File: src/logic/aes_pkg.sv
// shared constants and types for the acl entry staging register bank
package aes_pkg;
	localparam int unsigned AES_DEPTH      = 16;
	localparam int unsigned AES_BYTES      = 16;
	localparam int unsigned AES_STAGE_BASE = 6;
	localparam int unsigned AES_UPPER_N    = 6;
	// register indices; the byte address is four times the index
	localparam logic [11:0] IDX_MAC_1      = 12'h606;
	localparam logic [11:0] IDX_MAC_0      = 12'h607;
	localparam logic [11:0] IDX_ETYPE_HI   = 12'h608;
	localparam logic [11:0] IDX_ETYPE_LO   = 12'h609;
	localparam logic [11:0] IDX_PRIO_ACT   = 12'h60a;
	localparam logic [11:0] IDX_REMARK_MAP = 12'h60b;
	localparam logic [11:0] IDX_SPARE      = 12'h60c;
	localparam logic [11:0] IDX_FWD_PORTS  = 12'h60d;
	localparam logic [11:0] IDX_RULESET_HI = 12'h60e;
	localparam logic [11:0] IDX_RULESET_LO = 12'h60f;
	localparam logic [11:0] IDX_BE_HIGH    = 12'h610;
	localparam logic [11:0] IDX_BE_LOW_GO  = 12'h611;
	localparam logic [11:0] IDX_CTRL       = 12'h612;
	// reset values
	localparam logic [7:0]  RST_BYTE       = 8'h00;
	localparam logic [4:0]  RST_CTRL_RW    = 5'h00;
	localparam logic        RST_DONE       = 1'b1;
	// control register fields
	localparam int unsigned CTRL_WDONE     = 6;
	localparam int unsigned CTRL_RDONE     = 5;
	localparam int unsigned CTRL_DIR       = 4;
	localparam int unsigned CTRL_IDX_MSB   = 3;
	// entry byte numbers and field positions used by the lookup port
	localparam int unsigned BYTE_PRIO_ACT  = 10;
	localparam int unsigned BYTE_REMARK    = 11;
	localparam int unsigned BYTE_FWD       = 13;
	localparam int unsigned PM_MSB         = 7;
	localparam int unsigned PM_LSB         = 6;
	localparam int unsigned RPE_BIT        = 2;
	localparam int unsigned REM_HI_MSB     = 1;
	localparam int unsigned REM_LO_BIT     = 7;
	localparam int unsigned MM_MSB         = 6;
	localparam int unsigned MM_LSB         = 5;
	localparam int unsigned FWD_MSB        = 6;
	typedef enum logic [1:0] {
		AES_ST_IDLE = 2'b01,
		AES_ST_XFER = 2'b10
	} aes_state_e;
endpackage

File: src/logic/aes_reg_if.sv
// register access channel between the bus slave and the register bank
`timescale 1ns/10ps
`default_nettype none
interface aes_reg_if;
	logic        wr;
	logic [11:0] idx;
	logic [7:0]  wdata;
	logic [7:0]  rdata;
	modport slave (output wr, output idx, output wdata, input rdata);
	modport bank  (input wr, input idx, input wdata, output rdata);
endinterface
`default_nettype wire

File: src/logic/aes_ahb_slave.sv
// ahb-lite slave front end with one wait state on every transfer
`timescale 1ns/10ps
`default_nettype none
module aes_ahb_slave
	import aes_pkg::*;
(
	input  wire logic        clk,
	input  wire logic        reset,
	input  wire logic        clk_en,
	input  wire logic        hsel,
	input  wire logic [31:0] haddr,
	input  wire logic [1:0]  htrans,
	input  wire logic        hwrite,
	input  wire logic        hready,
	input  wire logic [31:0] hwdata,
	output logic             hreadyout,
	output logic             hresp,
	output logic      [31:0] hrdata,
	aes_reg_if.slave         rb
);
	logic        pend;
	logic        pend_wr;
	logic        pend_map;
	logic [11:0] pend_idx;
	logic        addr_ok;

	// word aligned, inside the bank's index range
	assign addr_ok = (haddr[1:0] == 2'h0) && (haddr[31:14] == 18'h00000)
		&& (haddr[13:2] >= IDX_MAC_1) && (haddr[13:2] <= IDX_CTRL);

	// address phase taken, then one wait cycle in which data is moved
	always_ff @(posedge clk or posedge reset) begin
		if (reset) begin
			pend      <= 1'b0;
			pend_wr   <= 1'b0;
			pend_map  <= 1'b0;
			pend_idx  <= 12'h000;
			hreadyout <= 1'b1;
			hrdata    <= 32'h00000000;
		end else if (clk_en) begin
			if (pend) begin
				pend      <= 1'b0;
				hreadyout <= 1'b1;
				// unmapped or write data phases return zero
				hrdata    <= (pend_map && !pend_wr) ?
					{24'h000000, rb.rdata} : 32'h00000000;
			end else if (hsel && hready && htrans[1]) begin
				pend      <= 1'b1;
				pend_wr   <= hwrite;
				pend_map  <= addr_ok;
				pend_idx  <= haddr[13:2];
				hreadyout <= 1'b0;
			end
		end
	end

	// the response is always okay
	always_ff @(posedge clk or posedge reset) begin
		if (reset) begin
			hresp <= 1'b0;
		end else if (clk_en) begin
			hresp <= 1'b0;
		end
	end

	// write strobe lasts the single wait cycle while hwdata stands
	assign rb.wr    = clk_en && pend && pend_wr && pend_map;
	assign rb.idx   = pend_idx;
	assign rb.wdata = hwdata[7:0];
endmodule
`default_nettype wire

File: src/logic/aes_regs.sv
// acl entry staging registers with indirect access to the per-port table
//
// Notes on behaviour
// [RULE_01] The 3-bit remark priority is bits 1:0 of byte A above bit 7 of byte B.
// [RULE_02] The 7-bit forward map gives one bit per port, bit 0 for port 1, set means forward.
// [RULE_03] Writing the low byte-enable register starts a transfer with the full 16-bit mask.
// [RULE_04] High byte-enable bit 0 selects access byte 7 down to bit 7 selecting byte 0.
// [RULE_05] Low byte-enable bit 0 selects access byte F down to bit 7 selecting byte 8.
// [RULE_06] A set enable bit takes part in the transfer and a clear one stays out of it.
// [RULE_07] Write status reads low while an entry write runs and high when done; bit 4 gives direction and bits 3:0 the index.
// [RULE_08] Software polls read status until it is one before reading results.
// [RULE_09] Disabled table bytes keep their value on a write, disabled staging bytes on a read.
`timescale 1ns/10ps
`default_nettype none
module aes_regs
	import aes_pkg::*;
#(
	parameter int unsigned DEPTH = AES_DEPTH
) (
	input  wire logic        clk,
	input  wire logic        reset,
	input  wire logic        clk_en,
	input  wire logic        hsel,
	input  wire logic [31:0] haddr,
	input  wire logic [1:0]  htrans,
	input  wire logic        hwrite,
	input  wire logic [2:0]  hsize,
	input  wire logic        hready,
	input  wire logic [31:0] hwdata,
	output logic             hreadyout,
	output logic             hresp,
	output logic      [31:0] hrdata,
	input  wire logic [47:0] upper_stage_in,
	output logic      [47:0] upper_stage_out,
	output logic      [5:0]  upper_stage_load,
	input  wire logic [3:0]  lookup_index,
	output logic      [1:0]  priority_handling_select,
	output logic             remark_priority_enable,
	output logic      [2:0]  remark_priority,
	output logic      [1:0]  forward_map_handling,
	output logic      [6:0]  forward_map
);
	aes_reg_if  rb ();
	aes_state_e state;
	logic [7:0] stage [AES_STAGE_BASE:AES_BYTES-1];
	logic [7:0] entry [AES_BYTES];
	logic [7:0] tbl   [DEPTH][AES_BYTES];
	logic [7:0] be_high;
	logic [7:0] be_low;
	logic       ctrl_dir;
	logic [3:0] ctrl_idx;
	logic       wr_done;
	logic       rd_done;
	logic       xfer_dir;
	logic [3:0] xfer_idx;
	logic [15:0] xfer_mask;
	logic       trig;
	logic       in_xfer;
	logic [7:0] lk_prio;
	logic [7:0] lk_remark;
	logic [7:0] lk_fwd;

	// bus front end; hsize is accepted but only word transfers are used
	aes_ahb_slave u_bus (
		.clk       (clk),
		.reset     (reset),
		.clk_en    (clk_en),
		.hsel      (hsel),
		.haddr     (haddr),
		.htrans    (htrans),
		.hwrite    (hwrite),
		.hready    (hready),
		.hwdata    (hwdata),
		.hreadyout (hreadyout),
		.hresp     (hresp),
		.hrdata    (hrdata),
		.rb        (rb)
	);

	// a start while a transfer runs is dropped, the mask still updates
	assign trig    = rb.wr && (rb.idx == IDX_BE_LOW_GO)
		&& (state == AES_ST_IDLE); // [RULE_03]
	assign in_xfer = clk_en && (state == AES_ST_XFER);

	// staging bytes 6 to F; a table read loads only enabled bytes
	for (genvar r = AES_STAGE_BASE; r < AES_BYTES; r++) begin : g_stage
		aes_stage_byte #(
			.RESET_VALUE (RST_BYTE)
		) u_byte (
			.clk     (clk),
			.reset   (reset),
			.clk_en  (clk_en),
			.sw_we   (rb.wr && (rb.idx == IDX_MAC_1
				+ 12'(r - AES_STAGE_BASE))),
			.sw_data (rb.wdata),
			.ld_en   ((state == AES_ST_XFER) && !xfer_dir
				&& xfer_mask[AES_BYTES-1-r]), // [RULE_06] [RULE_09]
			.ld_data (tbl[xfer_idx][r]),
			.q       (stage[r])
		);
	end

	// full entry image: bytes 0 to 5 come from the neighbouring bank
	always_comb begin
		for (int r = 0; r < AES_UPPER_N; r++) begin
			entry[r] = upper_stage_in[8*r +: 8];
		end
		for (int r = AES_STAGE_BASE; r < AES_BYTES; r++) begin
			entry[r] = stage[r];
		end
	end

	// byte-enable registers; mask bit k selects access byte 15-k
	always_ff @(posedge clk or posedge reset) begin
		if (reset) begin
			be_high <= RST_BYTE;
			be_low  <= RST_BYTE;
		end else if (rb.wr) begin
			if (rb.idx == IDX_BE_HIGH) begin
				be_high <= rb.wdata;
			end
			if (rb.idx == IDX_BE_LOW_GO) begin
				be_low <= rb.wdata;
			end
		end
	end

	// direction and index; the status bits are owned by the engine
	always_ff @(posedge clk or posedge reset) begin
		if (reset) begin
			ctrl_dir <= RST_CTRL_RW[CTRL_DIR];
			ctrl_idx <= RST_CTRL_RW[CTRL_IDX_MSB:0];
		end else if (rb.wr && (rb.idx == IDX_CTRL)) begin
			ctrl_dir <= rb.wdata[CTRL_DIR]; // [RULE_07]
			ctrl_idx <= rb.wdata[CTRL_IDX_MSB:0];
		end
	end

	// transfer engine: latch the request, move bytes in one cycle
	always_ff @(posedge clk or posedge reset) begin
		if (reset) begin
			state     <= AES_ST_IDLE;
			xfer_dir  <= 1'b0;
			xfer_idx  <= 4'h0;
			xfer_mask <= 16'h0000;
		end else if (clk_en) begin
			unique case (state)
				AES_ST_IDLE: begin
					if (trig) begin
						state     <= AES_ST_XFER;
						xfer_dir  <= ctrl_dir;
						xfer_idx  <= ctrl_idx;
						// new low byte joins the stored high byte
						xfer_mask <= {be_high, rb.wdata}; // [RULE_03]
					end
				end
				AES_ST_XFER: begin
					state <= AES_ST_IDLE;
				end
			endcase
		end
	end

	// status: cleared when a transfer of that kind starts, set when done
	always_ff @(posedge clk or posedge reset) begin
		if (reset) begin
			wr_done <= RST_DONE;
			rd_done <= RST_DONE;
		end else if (clk_en) begin
			if (trig && ctrl_dir) begin
				wr_done <= 1'b0; // [RULE_07]
			end else if (in_xfer && xfer_dir) begin
				wr_done <= 1'b1; // [RULE_07]
			end
			if (trig && !ctrl_dir) begin
				rd_done <= 1'b0; // [RULE_08]
			end else if (in_xfer && !xfer_dir) begin
				rd_done <= 1'b1; // [RULE_08]
			end
		end
	end

	// table store; only enabled bytes of the chosen entry change
	always_ff @(posedge clk or posedge reset) begin
		if (reset) begin
			for (int e = 0; e < DEPTH; e++) begin
				for (int b = 0; b < AES_BYTES; b++) begin
					tbl[e][b] <= RST_BYTE;
				end
			end
		end else if (in_xfer && xfer_dir) begin
			for (int b = 0; b < AES_BYTES; b++) begin
				// reversed bit order [RULE_04] [RULE_05]
				if (xfer_mask[AES_BYTES-1-b]) begin
					tbl[xfer_idx][b] <= entry[b]; // [RULE_06] [RULE_09]
				end
			end
		end
	end

	// results for bytes 0 to 5 go out with a one-cycle load pulse
	always_ff @(posedge clk or posedge reset) begin
		if (reset) begin
			upper_stage_out  <= 48'h000000000000;
			upper_stage_load <= 6'h00;
		end else if (clk_en) begin
			upper_stage_load <= 6'h00;
			if (state == AES_ST_XFER && !xfer_dir) begin
				for (int r = 0; r < AES_UPPER_N; r++) begin
					if (xfer_mask[AES_BYTES-1-r]) begin // [RULE_04]
						upper_stage_out[8*r +: 8] <= tbl[xfer_idx][r];
						upper_stage_load[r]       <= 1'b1;
					end
				end
			end
		end
	end

	// register read mux; unused control bit 7 reads zero
	always_comb begin
		rb.rdata = 8'h00;
		for (int r = AES_STAGE_BASE; r < AES_BYTES; r++) begin
			if (rb.idx == IDX_MAC_1 + 12'(r - AES_STAGE_BASE)) begin
				rb.rdata = stage[r];
			end
		end
		if (rb.idx == IDX_BE_HIGH) begin
			rb.rdata = be_high;
		end
		if (rb.idx == IDX_BE_LOW_GO) begin
			rb.rdata = be_low;
		end
		if (rb.idx == IDX_CTRL) begin
			rb.rdata = {1'b0, wr_done, rd_done, ctrl_dir, ctrl_idx};
		end
	end

	// entry fields for the matching logic, registered per lookup index
	assign lk_prio   = tbl[lookup_index][BYTE_PRIO_ACT];
	assign lk_remark = tbl[lookup_index][BYTE_REMARK];
	assign lk_fwd    = tbl[lookup_index][BYTE_FWD];

	// the remark value straddles two bytes, so it is rebuilt here
	always_ff @(posedge clk or posedge reset) begin
		if (reset) begin
			priority_handling_select <= 2'h0;
			remark_priority_enable   <= 1'b0;
			remark_priority          <= 3'h0;
			forward_map_handling     <= 2'h0;
			forward_map              <= 7'h00;
		end else if (clk_en) begin
			priority_handling_select <= lk_prio[PM_MSB:PM_LSB];
			remark_priority_enable   <= lk_prio[RPE_BIT];
			remark_priority          <= {lk_prio[REM_HI_MSB:0],
				lk_remark[REM_LO_BIT]}; // [RULE_01]
			forward_map_handling     <= lk_remark[MM_MSB:MM_LSB];
			forward_map              <= lk_fwd[FWD_MSB:0]; // [RULE_02]
		end
	end
endmodule
`default_nettype wire

File: src/logic/aes_stage_byte.sv
// one software-writable staging byte that a table read can also load
`timescale 1ns/10ps
`default_nettype none
module aes_stage_byte
	import aes_pkg::*;
#(
	parameter logic [7:0] RESET_VALUE = RST_BYTE
) (
	input  wire logic       clk,
	input  wire logic       reset,
	input  wire logic       clk_en,
	input  wire logic       sw_we,
	input  wire logic [7:0] sw_data,
	input  wire logic       ld_en,
	input  wire logic [7:0] ld_data,
	output logic      [7:0] q
);
	// table load wins: software should not write while a read runs
	always_ff @(posedge clk or posedge reset) begin
		if (reset) begin
			q <= RESET_VALUE;
		end else if (clk_en) begin
			if (ld_en) begin
				q <= ld_data;
			end else if (sw_we) begin
				q <= sw_data;
			end
		end
	end
endmodule
`default_nettype wire

File: config.mk
export PLATFORM = sky130hd
export DESIGN_NAME = aes_regs
export DESIGN_NICKNAME = d
export VERILOG_FILES = /design/src/logic/aes_pkg.sv /design/src/logic/aes_reg_if.sv /design/src/logic/aes_ahb_slave.sv /design/src/logic/aes_regs.sv /design/src/logic/aes_stage_byte.sv
export SDC_FILE = /design/constraint.sdc
export NUM_CORES = 2
export LEC_CHECK = 0
export BUFFER_PORTS_ARGS = -buffer_cell sky130_fd_sc_hd__buf_2
export CAP_MARGIN = 40
export CORE_UTILIZATION = 33
export CTS_BUF_LIST = sky130_fd_sc_hd__clkbuf_16
export DETAILED_ROUTE_END_ITERATION = 10
export GPL_ROUTABILITY_DRIVEN = 0
export GPL_TIMING_DRIVEN = 0
export HOLD_SLACK_MARGIN = 0.12
export REMOVE_ABC_BUFFERS = 1
export SLEW_MARGIN = 20
export SYNTH_ARGS = -nofsm -noshare
export SYNTH_HDL_FRONTEND = slang
export SYNTH_SLANG_ARGS = --single-unit
File: constraint.sdc
create_clock -name clk -period 81.6 [get_ports clk]
set_clock_uncertainty 0.15 [all_clocks]
set_input_delay 12.24 -clock clk [delete_from_list [all_inputs] [get_ports clk]]
set_output_delay 12.24 -clock clk [all_outputs]
set_load 0.1 [all_outputs]
==> metrics.sh <==
POST_CTS.REPAIR.SETUP_BUFFERS=0
DIE_Y_UM=563.6
STARTING_DENSITY_PCT=33.26
MAX_CLOCK_FREQ_GHz=0.06740
GRT.BUSIEST_LAYER='met2'
FINAL_NUMBER_OF_MAX_TRANSITION_VIOLATIONS=0
SYNTH-SEQ-CELLS=2267
SYN_INST=6481
GRT_ANTENNA_BEFORE_REPAIR=28
CRITICAL_PATH_REQUIRED_PS=82170
REG_TO_REG_SETUP_TIMING_SLACK_PS=76930
GLOBALROUTEMET2UTIL_PCT=27.87
POST_SYNTH_INSTANCE_AREA_SQ_MM=0.1041
WORST_HOLD_PATH_TYPE='reg -> reg'
RUN_STATUS='complete, no violations'
P_CLK_SHARE_PCT=46.1
USE_MET3_PCT=3.248
INITIALDRTVIOLATIONCOUNT=4188
GRT_MAX_DEGREE=112
RELSLEWSLACK_PCT=34.26
CRIT_TYPE='in -> reg'
DRC=0
MOSTFREQUENTLAYOUTCELL='dfrtp_1'
POST-DP-HPWL_UM=186600
SWSHARE_PCT=23.38
SLOWEST_CELL_ON_CRIT_PATH='a21boi_2'
ROWS=205
CLOCK_TREE_FROM_TRITONCTS='yes'
DIE_WIDTH_UM=563.6
CLKSLEWWORSTSETUPHOLDPATHS_PS=60
CTS.PATH.MAX_BUFFERS=4
FINALCRITPERIODSHARE_PCT=18.18
CRIT_PATH_MAX_FANOUT=56
DIEAREA_SQ_MM=0.3177
FINAL_WL_UM=273400
GLOBAL_ROUTE_WIRE_LENGTH_BEFORE_REPAIR_UM=417100
CRITICAL_PATH.ENDPOINT_TYPE='flip-flop'
GRT.TOTAL_USAGE_PCT=17.23
SETUP_VIOL=0
CLOCK_SINKS=2267
REPORT.FINAL.HOLD_VIOL_COUNT=0
TIMING.FINAL.CRIT_PERIOD_PS=14840
HOLD_PATH_DEPTH=2
USE_MET1_PCT=23.74
NET-SWITCHING-POWER_W=0.0005299
NUMPORTBUFFERS=176
DP_CELLS=10480
DRV_CAP=0
CTS-BUFFERS-INSERTED=240
SYNTH_AREA_PER_CELL_SQ_UM=16.06
SYNTH_TOP_FLOP_CELL='dfrtp_1'
YOSYSSEQAREASHARE_PCT=54.51
DETAIL_ROUTE.FIRST_PASS.ITERATIONS=5
WORST_SETUP_PATH_START_KIND='input port'
OVERFLOW=0
INTPOWER_W=0.001737
CLOCK-ROOT-BUFFER='clkbuf_16'
CTS_RESIZED=0
FINAL_LAYOUT_SIZE_SUFFIX_GT1_SHARE_PCT=53.37
VIA_COUNT=58600
FINAL_NETS=6714
MOST-COMMON-LAYOUT-CELLS='dfrtp_1, mux2_2, mux4_2'
ROUTE.ANTENNA.REMAINING_NETS=0
LAUNCH_POINT_OF_THE_WORST_REG_TO_REG_PATH='xfer_idx[3]$_DFFE_PP0P_'
ARRIVAL_PS=15400
SYNTH_ENABLE_FLOP_CELLS=0
SYNTH.DISTINCT_CELLS=66
PATH_CELLS='buf_6 -> buf_16 -> nand4_1 -> buf_8 -> nor3_1 -> nand2_1 -> a21boi_2 -> mux2_2'
TIMING_WORST_SLEW_PIN_VALUE_PS=977.1
REG2REG_DEPTH=10
AREAGROWTHSYNTHTOFINISH_PCT=14.02
QUANTITY_OF_HOLD_FIXING_BUFFERS_ADDED_AFTER_CTS=0
POWER_DENSITY_mW_PER_MM2=19.10
VDD.IR_DROP.WORST_uV=20.04
CRITPATHMAXSTAGEDELAY_PS=690
IO-PIN-COUNT=230
GRT_SETUP_UNREPAIRED='no'
INSERTION_DELAY_PS=930
DRT-VIAS-PER-INSTANCE=5.369
SYNTH-WARNING-COUNT=0
WORST_SETUP_PATH_STARTPOINT='clk_en'
LAYOUTNONFILLERINSTCOUNT=10920
MIN_DELAY_WORST_ENDPOINT='u_bus.hreadyout$_DFFE_PP1P_'
COMB_POWER_SHARE_PCT=3.5
TNS_PS=0
HOLD_START='u_bus.hreadyout$_DFFE_PP1P_'
WL_PER_CELL_UM=25.04
VIA_COUNT_OF_THE_FIRST_GLOBAL_ROUTING_PASS=62730
CTSHTREEMAXLEVEL=4
POWER.LEAKAGE_nW=56.31
SEQUENTIALPOWERSHARE_PCT=50.4
COREAREA_SQ_MM=0.3129
WORSTREG2REGEND='tbl[279]$_DFFE_PP0P_'
POSTSYNTH.ASYNCRESETSHARE_PCT=100.0
[cell usage after synthesis, types with 3 or more instances]
cell type | instances | area, sq um
nor2_1 | 31 | 116.4
mux2i_1 | 64 | 640.6
nor2b_1 | 7 | 43.79
a2111oi_0 | 3 | 26.28
dfrtp_1 | 2263 | 56630
inv_1 | 14 | 52.55
nor3_2 | 5 | 50.05
nand2b_1 | 10 | 62.56
o221ai_1 | 3 | 26.28
a22oi_1 | 4 | 30.03
o21ai_0 | 24 | 120.1
clkbuf_1 | 268 | 1006
o22ai_1 | 9 | 56.30
buf_2 | 113 | 565.5
nand3_1 | 16 | 80.08
buf_6 | 4 | 45.04
nor4_1 | 16 | 100.1
a21o_1 | 3 | 22.52
and2_1 | 12 | 75.07
nand4_1 | 11 | 68.82
and3_1 | 19 | 118.9
a211o_1 | 3 | 26.28
buf_4 | 34 | 255.2
nand2_1 | 392 | 1471
dfstp_2 | 4 | 105.1
o21ai_2 | 3 | 26.28
nand2_2 | 14 | 87.58
nor3_1 | 13 | 65.06
a221oi_1 | 5 | 43.79
a21oi_1 | 99 | 495.5
buf_1 | 53 | 198.9
a21boi_2 | 3 | 33.78
mux4_2 | 720 | 16220
mux2_2 | 2198 | 24750
[flip-flops by register name (all words and copies together), names as in the netlist, 4 cells and up]
register / count
upper_stage_load: 6
tbl: 2048
upper_stage_out: 48
u_bus.rb.idx: 12
g_stage.u_byte.q: 80
xfer_idx: 4
be_low: 8
u_bus.hrdata: 8
ctrl_idx: 4
xfer_mask: 16
be_high: 8
forward_map: 7
[per-stage QoR]
stage	power (W)	hold slack, ps	worst slack (ps)	instance area (sq um)	util [%]
after floorplan	0.001200	302.4	5159	102100	-
after CTS	0.002296	342.7	66920	118600	37.90
after detailed placement	0.001242	329.4	66040	111200	35.55
final	0.002267	339.3	66760	118700	37.93
after global placement	0.001238	327.4	-16630	108200	34.57
after global routing	0.002347	354.8	66780	118700	37.92
[cell families (layout without fill, tap and decap cells)]
kind of cell	after synthesis	after routing	synth area share [%]
buffers and inverters	486	753	2.040
other	1	29	0.003603
and+or+nand+nor	564	564	2.425
muxes	2982	2982	39.97
DFF	2267	2267	54.51
AOI/OAI and AO/OA	181	181	1.052
[metal layers]
layer	up-vias	routed length, um	part of all wire [%]
li1	24710	-	-
met3	426	15540	5.7
met1	32050	119600	44
met2	1400	130700	48
met4	18	7424	2.7
met5	-	115	0.042
[area by class of cell]
cell class	count	area, sq um
sequential	2267	56760
multi-input combinational	3752	45450
clock inverter	185	1329
inverter	14	60.06
fill	28930	194200
timing repair buffer	312	3832
tap	4140	5180
clock buffer	242	6056
antenna	4	10.01
[power groups by stage]
| stage | registers, W | logic [W] | clock network, W |
|---|---|---|---|
| CTS | 0.00114 | 0.0000798 | 0.00107 |
| finish | 0.00114 | 0.0000790 | 0.00105 |
| global route | 0.00114 | 0.0000861 | 0.00112 |
| global placement | 0.00117 | 0.0000680 | 0 |
| floorplan | 0.00116 | 0.0000383 | 0 |
| detailed placement | 0.00116 | 0.0000795 | 0 |
[critical path: cells and delay by family]
family | cells | cell delay (ps)
AO/OA/AOI/OAI | 1 | 690
buffers and inverters | 3 | 830
multiplexers | 1 | 410
AND/OR/NAND/NOR | 3 | 1080
[worst max-delay path by stage]
stage / end / cells after the start
after CTS: g_stage[11].u_byte.q[1]$_DFFE_PP0P_ / 8
after floorplan: be_high[0]$_DFFE_PP0P_ / 1
final: g_stage[11].u_byte.q[1]$_DFFE_PP0P_ / 8
after global routing: upper_stage_out[35]$_DFFE_PP0P_ / 7
after detailed placement: g_stage[11].u_byte.q[4]$_DFFE_PP0P_ / 8
after global placement: tbl[1106]$_DFFE_PP0P_ / 2
Power figures use the tool's default switching activity.
